<file path="config.mk">
export PLATFORM = sky130hd
export DESIGN_NAME = scr_sync_coast_regs
export DESIGN_NICKNAME = d
export VERILOG_FILES = /design/src/design/scr_pkg.sv /design/src/design/scr_pol_detect.sv /design/src/design/scr_sync_coast_regs.sv
export SDC_FILE = /design/constraint.sdc
export NUM_CORES = 1
export LEC_CHECK = 0
export BUFFER_PORTS_ARGS = -buffer_cell sky130_fd_sc_hd__buf_2
export CORE_UTILIZATION = 56
export CTS_CLUSTER_DIAMETER = 100
export CTS_CLUSTER_SIZE = 30
export DETAILED_ROUTE_END_ITERATION = 16
export GPL_TIMING_DRIVEN = 1
export PLACE_DENSITY = 0.84
export SLEW_MARGIN = 20
export SYNTH_ARGS = -nofsm -noshare
export SYNTH_HDL_FRONTEND = slang
export SYNTH_HIERARCHICAL = 1
export SYNTH_SLANG_ARGS = --single-unit
</file>
<file path="constraint.sdc">
create_clock -name mclk -period 3.1 [get_ports mclk]
set_input_delay 0.155 -clock mclk [delete_from_list [all_inputs] [get_ports mclk]]
set_output_delay 0.155 -clock mclk [all_outputs]
set_load 0.05 [all_outputs]
</file>
<file path="src/design/scr_pkg.sv">
// Package of offsets, fields, reset values and timing for the sync and coast control bank
package scr_pkg;
  // ----------------------------------------------------------------
  // Register indices, byte address is four times the index
  // ----------------------------------------------------------------
  localparam logic [7:0] IDX_POL_SET   = 8'h0F;
  localparam logic [7:0] IDX_SYNC_CTRL = 8'h14;
  localparam logic [7:0] IDX_POL_RB    = 8'h15;
  localparam logic [7:0] IDX_SLICER    = 8'h16;
  localparam logic [7:0] IDX_LEAD      = 8'h17;
  localparam logic [7:0] IDX_TRAIL     = 8'h18;
  localparam logic [7:0] IDX_TEST      = 8'h19;

  // ----------------------------------------------------------------
  // Field positions
  // ----------------------------------------------------------------
  localparam int POS_HS_SET   = 7;
  localparam int POS_HS_OVR   = 0;
  localparam int POS_RB_HS    = 7;
  localparam int POS_RB_VS    = 6;
  localparam int POS_RB_CS    = 5;
  localparam int POS_THR_LSB  = 3;

  // ----------------------------------------------------------------
  // Reset values
  // ----------------------------------------------------------------
  localparam logic [7:0] RST_POL_SET   = 8'h00;
  localparam logic [7:0] RST_SYNC_CTRL = 8'h00;
  localparam logic [4:0] RST_THRESH    = 5'h17;
  localparam logic [7:0] RST_LEAD      = 8'h00;
  localparam logic [7:0] RST_TRAIL     = 8'h00;
  localparam logic [7:0] RST_TEST      = 8'h00;

  // ----------------------------------------------------------------
  // Timing: polarity measurement window
  // ----------------------------------------------------------------
  localparam int CLK_MHZ      = 125;
  localparam int DET_WIN_MS   = 40;
  localparam int DET_WIN_CYC  = DET_WIN_MS * 1000 * CLK_MHZ;
endpackage

</file>
<file path="src/design/scr_pol_detect.sv">
// Polarity detector: decides which level of a sync input is the short active pulse
`timescale 1ns/1ps
`default_nettype none
module scr_pol_detect #(
  parameter int WIN_CYC = 5000000
) (
  input  wire logic mclk,
  input  wire logic reset_n,
  input  wire logic sig_in,
  output var  logic active_high_r
);
  // ----------------------------------------------------------------
  // Window counter and level tallies
  // ----------------------------------------------------------------
  // Sync pulses are short, so the rarer level over a window is the active one
  logic [31:0] win_r;
  logic [31:0] high_r;
  logic [31:0] low_r;
  wire         win_end = (win_r == 32'(WIN_CYC - 1));

  always_ff @(posedge mclk or negedge reset_n) begin
    if (!reset_n) begin
      win_r         <= 32'h0000_0000;
      high_r        <= 32'h0000_0000;
      low_r         <= 32'h0000_0000;
      active_high_r <= 1'b1;
    end else if (win_end) begin
      win_r         <= 32'h0000_0000;
      high_r        <= 32'h0000_0000;
      low_r         <= 32'h0000_0000;
      active_high_r <= (high_r <= low_r); // Ties keep active high
    end else begin
      win_r  <= win_r + 32'h0000_0001;
      high_r <= high_r + {31'h0000_0000, sig_in};
      low_r  <= low_r + {31'h0000_0000, ~sig_in};
    end
  end
endmodule
`default_nettype wire

</file>
<file path="src/design/scr_sync_coast_regs.sv">
// Sync polarity and coast window control bank with a classic Wishbone slave
`timescale 1ns/1ps
`default_nettype none
module scr_sync_coast_regs
  import scr_pkg::*;
#(
  parameter int DET_CYC = DET_WIN_CYC,
  parameter int LINE_W  = 12
) (
  input  wire logic        mclk,
  input  wire logic        reset_n,
  input  wire logic        wb_cyc_i,
  input  wire logic        wb_stb_i,
  input  wire logic        wb_we_i,
  input  wire logic [7:0]  wb_adr_i,
  input  wire logic [31:0] wb_dat_i,
  input  wire logic [3:0]  wb_sel_i,
  output var  logic [31:0] wb_dat_o,
  output var  logic        wb_ack_o,
  input  wire logic        hsync_in,
  input  wire logic        vsync_in,
  input  wire logic        coast_in,
  output var  logic        hsync_out,
  output var  logic        vsync_out,
  output var  logic        coast_out,
  output var  logic [4:0]  slicer_thresh,
  output var  logic [7:0]  test_value
);
  // ----------------------------------------------------------------
  // Register storage
  // ----------------------------------------------------------------
  logic [7:0] pol_set_r;
  logic [7:0] sync_ctrl_r;
  logic [2:0] slicer_low_r;
  logic [7:0] lead_r;
  logic [7:0] trail_r;
  logic       hs_det;
  logic       vs_det;
  logic       cs_det;

  // ----------------------------------------------------------------
  // Bus decode
  // ----------------------------------------------------------------
  wire       bus_req = wb_cyc_i & wb_stb_i & ~wb_ack_o;
  wire [7:0] idx     = {2'b00, wb_adr_i[7:2]};
  wire       wr_ok   = bus_req & wb_we_i & wb_sel_i[0];
  wire       wr_pol  = wr_ok & (idx == IDX_POL_SET);
  wire       wr_ctrl = wr_ok & (idx == IDX_SYNC_CTRL);
  wire       wr_slc  = wr_ok & (idx == IDX_SLICER);
  wire       wr_lead = wr_ok & (idx == IDX_LEAD);
  wire       wr_trl  = wr_ok & (idx == IDX_TRAIL);
  wire       wr_test = wr_ok & (idx == IDX_TEST);

  // Readback of live polarity state; vsync output bit reads 0 for active high
  wire [7:0] rb_val = {hs_det, ~vs_det, cs_det, 5'h00};

  // Read multiplexer; unmapped words read zero and still acknowledge
  logic [7:0] rd_byte;
  always_comb begin
    case (idx)
      IDX_POL_SET:   rd_byte = pol_set_r;
      IDX_SYNC_CTRL: rd_byte = sync_ctrl_r;
      IDX_POL_RB:    rd_byte = rb_val;
      IDX_SLICER:    rd_byte = {slicer_thresh, slicer_low_r};
      IDX_LEAD:      rd_byte = lead_r;
      IDX_TRAIL:     rd_byte = trail_r;
      IDX_TEST:      rd_byte = test_value;
      default:       rd_byte = 8'h00;
    endcase
  end

  // Single-wait-state answer: ack one edge after the request, then dropped
  always_ff @(posedge mclk or negedge reset_n) begin
    if (!reset_n) begin
      wb_ack_o <= 1'b0;
      wb_dat_o <= 32'h0000_0000;
    end else begin
      wb_ack_o <= bus_req;
      wb_dat_o <= bus_req ? {24'h00_0000, rd_byte} : 32'h0000_0000;
    end
  end

  // ----------------------------------------------------------------
  // Writable registers
  // ----------------------------------------------------------------
  // Bit 2 of the slicer word is stored as written; software keeps it zero
  always_ff @(posedge mclk or negedge reset_n) begin
    if (!reset_n) begin
      pol_set_r     <= RST_POL_SET;
      sync_ctrl_r   <= RST_SYNC_CTRL;
      slicer_thresh <= RST_THRESH;
      slicer_low_r  <= 3'h0;
      lead_r        <= RST_LEAD;
      trail_r       <= RST_TRAIL;
      test_value    <= RST_TEST;
    end else begin
      if (wr_pol)  pol_set_r <= wb_dat_i[7:0];
      if (wr_ctrl) sync_ctrl_r <= wb_dat_i[7:0];
      if (wr_slc) begin
        slicer_thresh <= wb_dat_i[7:POS_THR_LSB];
        slicer_low_r  <= wb_dat_i[2:0];
      end
      if (wr_lead) lead_r <= wb_dat_i[7:0];
      if (wr_trl)  trail_r <= wb_dat_i[7:0];
      if (wr_test) test_value <= wb_dat_i[7:0]; // Left at zero by software
    end
  end

  // ----------------------------------------------------------------
  // Polarity detection, one detector per sync input
  // ----------------------------------------------------------------
  logic [2:0] raw_in;
  logic [2:0] det_hi;
  assign raw_in = {coast_in, vsync_in, hsync_in};
  genvar g;
  generate
    for (g = 0; g < 3; g++) begin : g_det
      scr_pol_detect #(.WIN_CYC(DET_CYC)) u_det (
        .mclk          (mclk),
        .reset_n       (reset_n),
        .sig_in        (raw_in[g]),
        .active_high_r (det_hi[g])
      );
    end
  endgenerate
  assign hs_det = det_hi[0];
  assign vs_det = det_hi[1];
  assign cs_det = det_hi[2];

  // Hsync override picks the software polarity, otherwise the detected one; vsync and coast always use the detected one
  wire hs_ovr = sync_ctrl_r[POS_HS_OVR];
  wire hs_pol = hs_ovr ? pol_set_r[POS_HS_SET] : hs_det;
  wire hs_act = hsync_in ^ ~hs_pol;
  wire vs_act = vsync_in ^ ~vs_det;
  wire cs_act = coast_in ^ ~cs_det;

  // ----------------------------------------------------------------
  // Coast window from hsync edges around vsync
  // ----------------------------------------------------------------
  // Lead needs the next vsync ahead of time, so the last frame's line count
  // predicts it; the first frame after reset therefore has no lead part.
  // The stored length is the index of the last line, so lines left = len+1-lines.
  logic              hs_d_r;
  logic              vs_d_r;
  logic [LINE_W-1:0] lines_r;
  logic [LINE_W-1:0] frame_len_r;
  logic              frame_ok_r;
  logic              coast_win_r;
  wire               hs_edge = hs_act & ~hs_d_r;
  wire               vs_edge = vs_act & ~vs_d_r;
  wire [LINE_W:0]    lead_sum = {1'b0, lines_r} + (LINE_W+1)'(lead_r);
  wire               in_trail = (lines_r < LINE_W'(trail_r));
  wire               in_lead = frame_ok_r & (lead_r != 8'h00) &
                               (lead_sum > {1'b0, frame_len_r});
  wire               win_nxt = in_trail | in_lead;

  always_ff @(posedge mclk or negedge reset_n) begin
    if (!reset_n) begin
      hs_d_r      <= 1'b0;
      vs_d_r      <= 1'b0;
      lines_r     <= '1;
      frame_len_r <= '0;
      frame_ok_r  <= 1'b0;
      coast_win_r <= 1'b0;
    end else begin
      hs_d_r      <= hs_act;
      vs_d_r      <= vs_act;
      coast_win_r <= win_nxt;
      if (vs_edge) begin
        lines_r     <= '0;
        frame_len_r <= lines_r;
        frame_ok_r  <= 1'b1;
      end else if (hs_edge && lines_r != '1) begin
        lines_r <= lines_r + LINE_W'(1);
      end
    end
  end

  // Outputs: syncs re-issued active high, coast window merged with the coast pin
  always_ff @(posedge mclk or negedge reset_n) begin
    if (!reset_n) begin
      hsync_out <= 1'b0;
      vsync_out <= 1'b0;
      coast_out <= 1'b0;
    end else begin
      hsync_out <= hs_act;
      vsync_out <= vs_act;
      coast_out <= coast_win_r | cs_act;
    end
  end
endmodule
`default_nettype wire

</file>
==> results of run 1 <==
-- kinds of logic (layout without fill, tap and decap cells) --
group           after synthesis  count (layout)  synth area share
flops                       377             377             0.454
fa+ha+maj                   140             140            0.0844
compound gates              187             187            0.0539
other cells                   1              25          0.000180
simple gates                886             886             0.213
mux                          57              57            0.0315
xor+xnor                    277             277             0.116
buf+inv                     217             258            0.0465
-- Yosys cell counts (all sizes together), types with 11 or more instances --
cell type	count
dfrtp	358
nor2	298
xnor2	181
nand2	146
inv	144
ha	139
nand3	115
xor2	96
nand4	84
a21oi	70
o21ai	55
buf	52
nor3	50
mux2	45
nor4	42
and3	32
nor2b	25
or3	24
clkbuf	21
and4	20
dfstp	19
and2	12
mux2i	12
or4	12
a221oi	11
-- worst max-delay path: stages, from the launching register on --
cell and delay [ns]:
sky130_fd_sc_hd__dfstp_2 0.58, sky130_fd_sc_hd__ha_4 0.15, sky130_fd_sc_hd__inv_1 0.05, sky130_fd_sc_hd__fa_2 0.35, sky130_fd_sc_hd__nor2b_2 0.15, sky130_fd_sc_hd__o31a_1 0.21, sky130_fd_sc_hd__o21a_1 0.14, sky130_fd_sc_hd__nor2_1 0.06
sky130_fd_sc_hd__xnor2_1 0.15, sky130_fd_sc_hd__ha_1 0.32, sky130_fd_sc_hd__nand3_1 0.10, sky130_fd_sc_hd__a21boi_1 0.17, sky130_fd_sc_hd__o21bai_1 0.09, sky130_fd_sc_hd__a311o_1 0.37, sky130_fd_sc_hd__o311ai_1 0.10
-- stage by stage --
stage	hold WS (ns)	instances	power (W)	area [um^2]
final	0.0706	2675	0.0101	22300
after global routing	0.100	2675	0.0106	22300
after floorplan	-0.141	2165	0.00699	20900
after CTS	0.0627	2673	0.0102	22200
after global placement	0.181	2632	0.00737	21600
after detailed placement	0.181	2632	0.00754	21600
-- power groups by stage --
stage	registers, W	logic [W]	clock network [W]
final	0.00567	0.00183	0.00259
after global routing	0.00573	0.00209	0.00282
after CTS	0.00566	0.00183	0.00266
after detailed placement	0.00576	0.00179	0
after global placement	0.00574	0.00163	0
after floorplan	0.00568	0.00130	0
-- routing by layer --
metal / vias up / share of wire / track usage / routed length (um)
met2: 338 / 0.50 / 0.403 / 21500
met5: - / 0.00028 / 0 / 12
met1: 7626 / 0.44 / 0.302 / 19000
met3: 74 / 0.038 / 0.0267 / 1660
li1: 7392 / - / - / -
met4: 2 / 0.024 / 0.0621 / 1040
-- cell type report --
class	instances	area [um^2]	share of cell area
repair buffers	86	643	0.0289
flip-flops and latches	377	9460	0.424
clock inverters	1	16.3	0.000730
diodes	1	2.50	0.000112
well taps	468	586	0.0263
clock buffers	27	463	0.0208
multi-input cells	1571	10600	0.475
inverters	144	543	0.0244
-- repair_timing --
action / CTS / global route
setup buffers: 1 / 1
hold endpoints to repair: 116 / 0
pin swaps: 4 / 4
gates cloned: 0 / 0
resized for setup: 8 / 8
hold buffers: 12 / 0
endpoints found under the setup margin: 1 / 1
-- worst max-delay path by stage --
| stage | slack [ns] | cells past startpoint | to |
|---|---|---|---|
| after floorplan | 0.22 | 14 | coast_win_r$_DFF_PN0_ |
| after global placement | 0.07 | 12 | coast_win_r$_DFF_PN0_ |
| after detailed placement | -0.17 | 12 | coast_win_r$_DFF_PN0_ |
| after CTS | 0.03 | 14 | coast_win_r$_DFF_PN0_ |
| after global routing | -0.07 | 14 | coast_win_r$_DFF_PN0_ |
| final | -0.01 | 14 | coast_win_r$_DFF_PN0_ |
-- sequential cells by signal (all words and copies together) (netlist names), 3 cells and up --
register / count
lead_r: 8
g_det.u_det/high_r: 96
slicer_low_r: 3
g_det.u_det/win_r: 96
lines_r: 12
g_det.u_det/low_r: 96
pol_set_r: 8
sync_ctrl_r: 8
wb_dat_o: 8
test_value: 8
slicer_thresh: 5
trail_r: 8
frame_len_r: 12
g_det.u_det/active_high_r: 3
==> results.md, run 1 <==
Status:
- The flow ran to the end, but the final reports show violations.
- The checks that failed: negative setup slack.

Min path:
- The class of the tightest hold or removal check is in2reg.
- Counting instances, the worst hold path has a depth of 3.
- The path with the worst hold slack has its endpoint at wb_dat_o[2]$_DFF_PN0_.
- The worst hold path begins at wb_adr_i[3].

Timing:
- The worst clock skew on the final layout is 0.0196 ns.
- The transition time at the pin with the least slew margin is 1.02 ns.
- The final-report hold violation count is 0.
- Setup repair after global routing could not meet its margin everywhere.
- Dividing the final minimum period by the clock period gives 1.00.
- The final critical-path required period is 3.11 ns.
- The total negative slack is -0.00980 ns.
- The setup violation total in the final timing report is 1.
- The worst pin sits at a relative slew slack of 0.314.
- The setup slack after layout is -0.00980 ns.
- The final-report max-slew violation count is 0.
- The upper clock frequency limit is 0.322 GHz.

Critical path:
- The start of the worst register-to-register path is lines_r[0]$_DFFE_PN1P_.
- STA classifies the critical path endpoint as a flip-flop.
- The kind of launch point of the worst setup path is a flip-flop.
- The capture point of the worst reg-to-reg path is coast_win_r$_DFF_PN0_.
- The number of cells on the worst reg-to-reg path is 14.
- Data on the critical path arrives at its endpoint at 3.53 ns.
- Tracing the worst setup path back leads to its startpoint at lines_r[0]$_DFFE_PN1P_.
- The critical path is of the reg2reg type.
- The worst-case register-to-register setup slack is -0.01 ns.
- The required time at the worst-slack endpoint is 3.52 ns.
- The maximum net fanout on the critical path is 3.

Cells and area:
- The leading cell type in the layout, fill and taps excluded is sky130_fd_sc_hd__dfrtp_1.
- At the end of the flow the core is filled with cells to 0.609.
- The layout filler cell count is 2919.
- In the final layout, the share of cells above drive strength 1 is 0.0893.
- In the layout the commonest cells are sky130_fd_sc_hd__dfrtp_1, sky130_fd_sc_hd__nor2_1, sky130_fd_sc_hd__xnor2_1.
- At the end of the flow, the number of nets in the layout was 2388.
- The layout overhead on the synthesized area is 6.98%.

Clocking:
- The CTS tree is done.
- The library cell used as clock root buffer is sky130_fd_sc_hd__clkbuf_16.
- Clock tree synthesis inserted a total of 16 buffers.
- The clock transition at the registers of the reported paths is 0.12 ns.
- The clock reaches the later pin of the worst-skew pair after 0.53 ns.
- The H-tree depth is 1.
- The clock net in this run drives a total of 377 sinks.
- The largest buffer count on any clock path is 3.

Job:
- The count of maximum capacitance violations is 0.

Routing:
- After the first detailed-routing iteration, the DRC count stood at 1107.
- In the routed design, unresolved DRC markers number 0.
- After detailed routing, the total wire length is 43200 um.
- The total iterations of the first detailed-routing run is 7.
- After detailed routing, the average wire length per cell comes to 16.1 um.
- Once detail routing completed, the nets flagged for antenna violations numbered 0.
- After detailed routing, the number of vias per cell comes to 5.77.
- For this block, the via count after detailed routing is 15400.

Placement:
- The setup slack at placement is -0.172 ns.
- The count of buffers from port buffering is 47.
- The congestion estimate from routability-driven global placement came to 0.879.
- The sum of net half-perimeters after detailed placement is 31300 um.

Synthesis:
- The share of flip-flops with an asynchronous set or reset after synthesis is 1.00.
- The count of mapped cells out of synthesis is 2142.
- The most frequently used flop master after synthesis is sky130_fd_sc_hd__dfrtp_1.
- In the post-synthesis netlist, the biggest area contributors are sky130_fd_sc_hd__dfrtp_1, sky130_fd_sc_hd__ha_1, sky130_fd_sc_hd__xnor2_1.
- The cell area after synthesis is 0.0208 mm^2.
- The average footprint of a synthesized cell is 9.73 um^2.
- The cell type contributing the most total cell area after synthesis is sky130_fd_sc_hd__dfrtp_1.
- The share of the Yosys chip area taken by registers is 0.454.
- The number of synthesized flops with an enable pin is 0.
- The count of cell types in the netlist is 68.
- Counting flops and latches in the post-synthesis netlist gives 377.
- During synthesis, Yosys emitted a total of 6 warnings.
- The share of synthesized area in the top cell type comes to 0.430.

GRT:
- The initial antenna violation count is 2.
- Global routing finished with a remaining overflow of 0.
- The number of global-route vias before repair is 15700.
- The all-layer global routing usage is 0.230.
- The largest net degree at the start of global routing is 107.
- The first global-routing pass estimated 74200 um of wire.

Floorplan:
- The width of the chip is 195 um.
- The region available for standard cell placement spans 0.0366 mm^2.
- The die area is 0.0380 mm^2.
- The count of standard-cell rows is 70.
- The starting utilization of the core area is 0.569.
- For this design the top-level I/O count stands at 101.
- The die extent in y is 195 um.

Pwr:
- The sequential cell fraction of total power is 0.562.
- The internal portion of the total power is 0.00711 W.
- Summed over all cells, the static leakage comes to 10.3 nW.
- The fraction of power consumed by the clock network is 0.257.
- The combinational share of power is 0.181.
- The worst-case IR drop observed on VDD is 0.349 mV.
- Of the total power, the share spent switching nets is 0.295.
- The reported net switching power is 0.00298 W.
- In this run the power density over the cells is 453 mW/mm^2.
No activity file was read; power rests on OpenSTA's default activity.
==> run 2: changes to the inputs <==
--- a/config.mk
+++ b/config.mk
@@ -6,12 +6,15 @@
 export NUM_CORES = 1
 export LEC_CHECK = 0
 export BUFFER_PORTS_ARGS = -buffer_cell sky130_fd_sc_hd__buf_2
+export CORE_MARGIN = 8
 export CORE_UTILIZATION = 56
 export CTS_CLUSTER_DIAMETER = 100
 export CTS_CLUSTER_SIZE = 30
 export DETAILED_ROUTE_END_ITERATION = 16
+export GPL_ROUTABILITY_DRIVEN = 1
 export GPL_TIMING_DRIVEN = 1
 export PLACE_DENSITY = 0.84
+export REMOVE_ABC_BUFFERS = 1
 export SLEW_MARGIN = 20
 export SYNTH_ARGS = -nofsm -noshare
 export SYNTH_HDL_FRONTEND = slang
==> results.md, run 2 (synthesis gave the netlist of run 1 again) <==
Routing:
- The post-detailed-routing wire length is 42700 um (-1.2%).
- The remaining design rule violation count came to 0 (unchanged).
- The via density per instance is 5.73 (-0.63%).
- The overall via count from detail_route came to 15300 (-0.56%).
- The DRC marker count from the first detailed-route iteration came to 1109 (+0.18%).
- The total iterations of the first detailed-routing run is 5 (-2).
- The post-detailed-route count of antenna-violating nets is 0 (unchanged).
- The average wire per cell in the routed design came to 15.9 um (-1.2%).

Timing:
- The final-report max-slew violation count came to 0 (unchanged).
- The upper clock frequency limit is 0.337 GHz (+4.9%).
- The post-route clock period utilization is 0.957 (-0.0465).
- The total negative slack is 0 ns (+0.00980 ns).
- The worst clock skew on the final layout is 0.0492 ns (+0.0296 ns).
- The headroom to the max-slew limit was 0.281 (-0.0334).
- Setup repair after global routing could not meet its margin everywhere.
- The setup violation total in the final timing report is 0 (-1).
- The transition time at the pin with the least slew margin is 1.07 ns (+0.0481 ns).
- The final-report hold violation count is 0 (unchanged).
- The final critical-path required period was 2.97 ns (-0.144 ns).

GRT:
- The global route total overflow is 0 (unchanged).
- The all-layer global routing usage is 0.191 (-0.0387).
- The initial antenna violation count is 0 (-2).
- The number of global-route vias before repair was 15200 (-3.2%).
- The wire length of the first global-routing pass is 72800 um (-1.8%).
- The largest net degree at the start of global routing is 93 (-13%).

Floorplan:
- The width of the chip was 209 um (+7.2%).
- The die extent in y is 209 um (+7.2%).
- The starting utilization of the core area was 0.569 (unchanged).
- The number of top-level pins is 101 (unchanged).
- The placeable core region is 0.0366 mm^2 (unchanged).
- The count of standard-cell rows came to 70 (unchanged).
- The die area is 0.0436 mm^2 (+15%).

Critical path:
- The kind of launch point of the worst setup path is a flip-flop.
- The critical path class is reg2reg.
- The delay of the slowest cell on the worst path came to 0.57 ns (about the same).
- The cell with the biggest individual delay on the critical path is sky130_fd_sc_hd__dfstp_2.
- Traced cell by cell, the critical path runs through ha_4 -> inv_2 -> fa_2 -> nor2b_2 -> o31a_1 -> o21a_1 -> nor2_1 -> xnor2_1 -> ha_1 -> nand4_1 -> nor3_2 -> o31ai_1 -> a311o_1 -> o311ai_1.
- The worst-case register-to-register setup slack is 0.13 ns (+0.14 ns).
- The endpoint arrival time on the critical path is 3.43 ns (-0.10 ns).
- The worst path buffer plus inverter count is 1 (unchanged).
- The worst setup path is captured at a flip-flop.
- The maximum net fanout on the critical path came to 3 (unchanged).
- The required time at the worst-slack endpoint is 3.56 ns (+0.04 ns).
- The cell family with the largest share of critical-path delay is adder cells.

Cells and area:
- The leading cell type in the layout, fill and taps excluded is sky130_fd_sc_hd__dfrtp_1.
- The layout overhead on the synthesized area is 7.50%.
- The antenna cell count is 0 (-1).
- The share of final-layout standard cells stronger than drive strength 1 is 0.0901 (+0.000784).
- The cell area after layout came to 0.0224 mm^2 (+0.48%).
- In the layout the commonest cells are sky130_fd_sc_hd__dfrtp_1, sky130_fd_sc_hd__nor2_1, sky130_fd_sc_hd__xnor2_1.
- The share of the core filled with cells was 0.612 (+0.00294).
- The largest registers in the layout are g_det.u_det/high_r (96), g_det.u_det/low_r (96), g_det.u_det/win_r (96).
- The count of non-filler cells in the finished layout is 2677 (+0.075%).
- The layout net count is 2390 (+0.084%).

Pwr:
- The worst voltage drop across the vdd grid is 0.406 mV (+16%).
- The power density normalized to cell area is 459 mW/mm^2 (+1.4%).
- The sequential cell fraction of total power is 0.553 (-0.009).
- The fraction of power consumed by the clock network was 0.269 (+0.012).
- The internal cell power is 0.00724 W (+1.7%).
- The overall power consumption is 0.0103 W (+1.9%).
- The leakage dissipation is 10.3 nW (+0.40%).
- The switching share of power was 0.297 (+0.00136).
- The combinational share of power is 0.178 (-0.003).
- The reported net switching power came to 0.00305 W (+2.4%).

Clocking:
- The CTS tree is done.
- The H-tree depth is 1 (unchanged).
- The clock transition at the registers of the reported paths came to 0.11 ns (about the same).
- The total clock buffers created by CTS was 17 (+1).
- The later-pin clock latency in the skew report came to 0.55 ns (+0.02 ns).
- The number of clock sinks seen by CTS is 377 (unchanged).
- Clock tree synthesis selected as its root buffer the cell sky130_fd_sc_hd__clkbuf_16.
- The largest buffer count on any clock path came to 3 (unchanged).

Placement:
- The routability-driven placement congestion ratio is 0.886 (+0.83%).
- The number of cells after detailed placement was 2628 (-0.15%).
- The count of buffers from port buffering is 47 (unchanged).
- The sum of net half-perimeters after detailed placement is 30600 um (-2.2%).
- The instance area at placement came to 0.0216 mm^2 (about the same).

Min path:
- In this run the worst hold path is classified as in2reg.

Job:
- The count of maximum capacitance violations is 0 (unchanged).

Status:
- The flow ran to the end, and the final reports show no timing, DRC or antenna violations.
run 2: changes by cell type in the layout (fill, tap and decap cells not counted), moves of 2 or more:
cell / delta
sky130_fd_sc_hd__clkbuf_1: -2
sky130_fd_sc_hd__inv_16: +2
sky130_fd_sc_hd__dlygate4sd3_1: +3
sky130_fd_sc_hd__buf_4: -6
sky130_fd_sc_hd__buf_12: +4
run 2: worst reg2reg max path, stage by stage, from the launching register on:
cell and delay, ns:
sky130_fd_sc_hd__dfstp_2 0.57, sky130_fd_sc_hd__ha_4 0.15, sky130_fd_sc_hd__inv_2 0.04, sky130_fd_sc_hd__fa_2 0.36, sky130_fd_sc_hd__nor2b_2 0.14, sky130_fd_sc_hd__o31a_1 0.20, sky130_fd_sc_hd__o21a_1 0.15, sky130_fd_sc_hd__nor2_1 0.04
sky130_fd_sc_hd__xnor2_1 0.15, sky130_fd_sc_hd__ha_1 0.31, sky130_fd_sc_hd__nand4_1 0.13, sky130_fd_sc_hd__nor3_2 0.20, sky130_fd_sc_hd__o31ai_1 0.09, sky130_fd_sc_hd__a311o_1 0.27, sky130_fd_sc_hd__o311ai_1 0.08
run 2: cell type report:
cell class	count	area [um^2]
Clock buffer	25	455
Inverter	144	543
Sequential cell	377	9460
Fill cell	2833	14200
Multi-Input combinational cell	1571	10600
Tap cell	468	586
Timing Repair Buffer	87	708
Clock inverter	5	83.8
run 2: power groups by stage:
stage                     combinational [W]  clock (W)  sequential, W
after global routing                0.00209    0.00302        0.00575
final                               0.00184    0.00276        0.00569
after CTS                           0.00183    0.00286        0.00568
after global placement              0.00165          0        0.00573
after floorplan                     0.00127          0        0.00569
after detailed placement            0.00179          0        0.00576
run 2: metal layers:
layer	track usage	up-vias	routed length, um
met5	0	-	0
met4	0.0471	0	884
met3	0.0263	70	1660
met2	0.334	325	21300
met1	0.250	7571	18900
li1	-	7380	-
run 2: metrics by stage:
step                      hold slack (ns)  worst slack, ns
after floorplan                    -0.141            -2.29
after global placement              0.206           0.0808
after detailed placement            0.214          -0.0346
after CTS                          0.0940           0.0330
after global routing                0.140          -0.0738
final                               0.135            0.134
run 2: timing repair:
action | 4_1_cts | 5_1_grt
cloned | 0 | 0
setup buffers | 1 | 3
hold buffers | 15 | 0
resized for setup | 3 | 11
setup endpoints to repair | 1 | 1
pin swaps | 1 | 9
endpoints found under the hold margin | 128 | 0
run 2: final timing paths:
check | startpoint | end | depth (start not counted)
max | lines_r[0]$_DFFE_PN1P_ | coast_win_r$_DFF_PN0_ | 14
min | wb_adr_i[7] | wb_dat_o[2]$_DFF_PN0_ | 3
max reg2reg | lines_r[0]$_DFFE_PN1P_ | coast_win_r$_DFF_PN0_ | 14
min reg2reg | g_det[0].u_det/win_r[31]$_DFF_PN0_ | g_det[0].u_det/win_r[31]$_DFF_PN0_ | 1
max in group asynchronous | reset_n | g_det[1].u_det/active_high_r$_DFFE_PN1N_ | 3
min in group asynchronous | reset_n | g_det[2].u_det/high_r[27]$_DFF_PN0_ | 2
==> run 3: changes to the inputs <==
--- a/config.mk
+++ b/config.mk
@@ -6,14 +6,16 @@
 export NUM_CORES = 1
 export LEC_CHECK = 0
 export BUFFER_PORTS_ARGS = -buffer_cell sky130_fd_sc_hd__buf_2
+export CELL_PAD_IN_SITES_DETAIL_PLACEMENT = 1
+export CELL_PAD_IN_SITES_GLOBAL_PLACEMENT = 1
 export CORE_MARGIN = 8
-export CORE_UTILIZATION = 56
+export CORE_UTILIZATION = 44
 export CTS_CLUSTER_DIAMETER = 100
 export CTS_CLUSTER_SIZE = 30
 export DETAILED_ROUTE_END_ITERATION = 16
 export GPL_ROUTABILITY_DRIVEN = 1
 export GPL_TIMING_DRIVEN = 1
-export PLACE_DENSITY = 0.84
+export PLACE_DENSITY = 0.83
 export REMOVE_ABC_BUFFERS = 1
 export SLEW_MARGIN = 20
 export SYNTH_ARGS = -nofsm -noshare
==> results.md, run 3 (synthesis gave the netlist of run 1 again) <==
Floorplan:
- The starting utilization of the core area came to 0.447 (-0.123).
- The placeable core region is 0.0467 mm^2 (+27%).
- The number of top-level pins is 101 (unchanged).
- The count of standard-cell rows is 79 (+13%).
- The width of the chip came to 234 um (+12%).
- The die extent in y is 234 um (+12%).
- The die area is 0.0546 mm^2 (+25%).

Routing:
- The via density per instance was 5.53 (-3.5%).
- The post-detailed-routing wire length is 51200 um (+20%).
- The DRC marker count from the first detailed-route iteration is 866 (-22%).
- The overall via count from detail_route came to 15600 (+1.6%).
- The post-detailed-route count of antenna-violating nets is 0 (unchanged).
- The total iterations of the first detailed-routing run is 5 (unchanged).
- The remaining design rule violation count is 0 (unchanged).
- The average wire per cell in the routed design is 18.2 um (+14%).

GRT:
- The largest net degree at the start of global routing is 119 (+28%).
- The number of global-route vias before repair is 17000 (+12%).
- The all-layer global routing usage is 0.190 (-0.00113).
- The initial antenna violation count is 2 (+2).
- The global route total overflow was 0 (unchanged).
- The wire length of the first global-routing pass is 86500 um (+19%).

Critical path:
- The worst setup path is of the reg2reg kind.
- The endpoint arrival time on the critical path is 3.52 ns (+0.09 ns).
- The start of the worst register-to-register path is lines_r[0]$_DFFE_PN1P_.
- The maximum net fanout on the critical path is 3 (unchanged).
- STA classifies the critical path endpoint as a flip-flop.
- The required time at the worst-slack endpoint is 3.54 ns (-0.02 ns).
- The number of cells on the worst reg-to-reg path is 14 (unchanged).
- The worst-case register-to-register setup slack came to 0.03 ns (-0.11 ns).
- Tracing the worst setup path back leads to its startpoint at lines_r[0]$_DFFE_PN1P_.
- Following the worst setup path forward leads to its endpoint at coast_win_r$_DFF_PN0_.
- The capture point of the worst reg-to-reg path is coast_win_r$_DFF_PN0_.
- The kind of launch point of the worst setup path is a flip-flop.

Placement:
- The count of buffers from port buffering came to 47 (unchanged).
- The number of cells after detailed placement is 2773 (+5.5%).
- The routability-driven placement congestion ratio is 0.885 (-0.16%).
- The sum of net half-perimeters after detailed placement is 38300 um (+25%).

Clocking:
- The later-pin clock latency in the skew report is 0.55 ns (about the same).
- The CTS tree is done.
- The library cell used as clock root buffer is sky130_fd_sc_hd__clkbuf_16.
- The largest buffer count on any clock path is 3 (unchanged).
- The number of clock sinks seen by CTS was 377 (unchanged).
- The clock transition at the registers of the reported paths is 0.12 ns (about the same).
- The total clock buffers created by CTS is 17 (unchanged).
- The H-tree depth is 1 (unchanged).

Cells and area:
- The share of the core filled with cells came to 0.483 (-0.129).
- The count of non-filler cells in the finished layout came to 2820 (+5.3%).
- The library cells used most frequently in the layout, excluding fill and tap cells, are sky130_fd_sc_hd__dfrtp_1, sky130_fd_sc_hd__nor2_1, sky130_fd_sc_hd__xnor2_1.
- The largest registers in the layout are g_det.u_det/high_r (96), g_det.u_det/low_r (96), g_det.u_det/win_r (96).
- The library cell used most frequently in the layout, excluding fill and tap cells, is sky130_fd_sc_hd__dfrtp_1.
- The layout filler cell count is 5305 (+87%).
- The layout overhead on the synthesized area is 8.19%.
- The layout net count is 2393 (+0.13%).
- The share of final-layout standard cells stronger than drive strength 1 was 0.0914 (+0.00128).

Timing:
- The headroom to the max-slew limit is 0.419 (+0.138).
- The final-report hold violation count is 0 (unchanged).
- The transition time at the pin with the least slew margin came to 0.864 ns (-0.204 ns).
- The setup violation total in the final timing report was 0 (unchanged).
- The worst clock skew on the final layout was 0.0312 ns (-0.0180 ns).
- The total negative slack is 0 ns (unchanged).
- Setup repair after global routing could not meet its margin everywhere.
- The upper clock frequency limit is 0.325 GHz (-3.6%).
- The final-report max-slew violation count is 0 (unchanged).
- The final critical-path required period is 3.07 ns (+0.109 ns).
- The post-route clock period utilization is 0.992 (+0.0352).

Pwr:
- The power density normalized to cell area came to 461 mW/mm^2 (+0.30%).
- The leakage dissipation is 10.3 nW (about the same).
- The worst voltage drop across the vdd grid is 0.353 mV (-13%).

Job:
- The count of maximum capacitance violations is 0 (unchanged).

Status:
- The flow ran to the end, and the final reports show no timing, DRC or antenna violations.

Min path:
- The class of the tightest hold or removal check is in2reg.
[run 3: stage by stage]
stage                     power [W]  instance area [um^2]  setup WS [ns]  hold slack (ns)
after floorplan             0.00695                 20500          -2.29           -0.141
after global routing         0.0110                 22500        -0.0722           0.0585
after global placement      0.00741                 21800         0.0995            0.121
after detailed placement    0.00760                 21800        -0.0989            0.125
final                        0.0104                 22500         0.0251           0.0590
after CTS                    0.0105                 22500         0.0109           0.0318
[run 3: worst min path at each step]
stage              from                                   to  cells past startpoint
3_5_place_dp    reset_n  g_det[2].u_det/high_r[17]$_DFF_PN0_                      1
4_1_cts        coast_in   g_det[2].u_det/high_r[0]$_DFF_PN0_                      3
2_1_floorplan   reset_n                  coast_out$_DFF_PN0_                      0
6_report       coast_in   g_det[2].u_det/high_r[0]$_DFF_PN0_                      3
3_3_place_gp    reset_n  g_det[2].u_det/high_r[18]$_DFF_PN0_                      1
5_1_grt        coast_in                  coast_out$_DFF_PN0_                      3
[run 3: what timing repair did]
item / 4_1_cts / 5_1_grt
gates resized for setup: 8 / 4
endpoints found under the setup margin: 1 / 1
hold buffers: 13 / 0
pin swaps: 4 / 10
hold endpoints to repair: 102 / 0
buffers inserted: 0 / 3
[run 3: routing by layer]
metal	GRT usage	wire length (um)	up-vias
li1	-	-	7397
met1	0.248	22900	7928
met2	0.336	25700	205
met3	0.0212	1420	68
met4	0.0444	1160	0
met5	0	0	-
[run 3: critical path, cell delays in order (launching register included)]
cell and delay [ns]:
sky130_fd_sc_hd__dfstp_2 0.57, sky130_fd_sc_hd__ha_4 0.14, sky130_fd_sc_hd__inv_2 0.04, sky130_fd_sc_hd__fa_2 0.36
sky130_fd_sc_hd__nor2b_2 0.13, sky130_fd_sc_hd__o31a_1 0.25, sky130_fd_sc_hd__o21a_1 0.16, sky130_fd_sc_hd__nor2_1 0.06
sky130_fd_sc_hd__xnor2_1 0.15, sky130_fd_sc_hd__ha_1 0.30, sky130_fd_sc_hd__nand3_1 0.08, sky130_fd_sc_hd__a21boi_1 0.16
sky130_fd_sc_hd__o21bai_1 0.10, sky130_fd_sc_hd__a311o_1 0.36, sky130_fd_sc_hd__o311ai_1 0.09
[run 3: layout make-up]
class | instances | area, um^2 | share of cell area
antenna | 2 | 5.00 | 0.000222
clock buffer | 24 | 452 | 0.0200
clock inverter | 5 | 75.1 | 0.00333
inverter | 144 | 543 | 0.0241
multi-input combinational | 1571 | 10600 | 0.468
sequential | 377 | 9460 | 0.420
tap | 607 | 759 | 0.0337
timing repair buffer | 90 | 688 | 0.0305
[run 3: report_power, final]
part | switching [W] | total (W) | internal, W
logic | 0.00110 | 0.00188 | 0.000787
clock network | 0.00166 | 0.00282 | 0.00116
registers | 0.000401 | 0.00569 | 0.00529
total | 0.00316 | 0.0104 | 0.00723
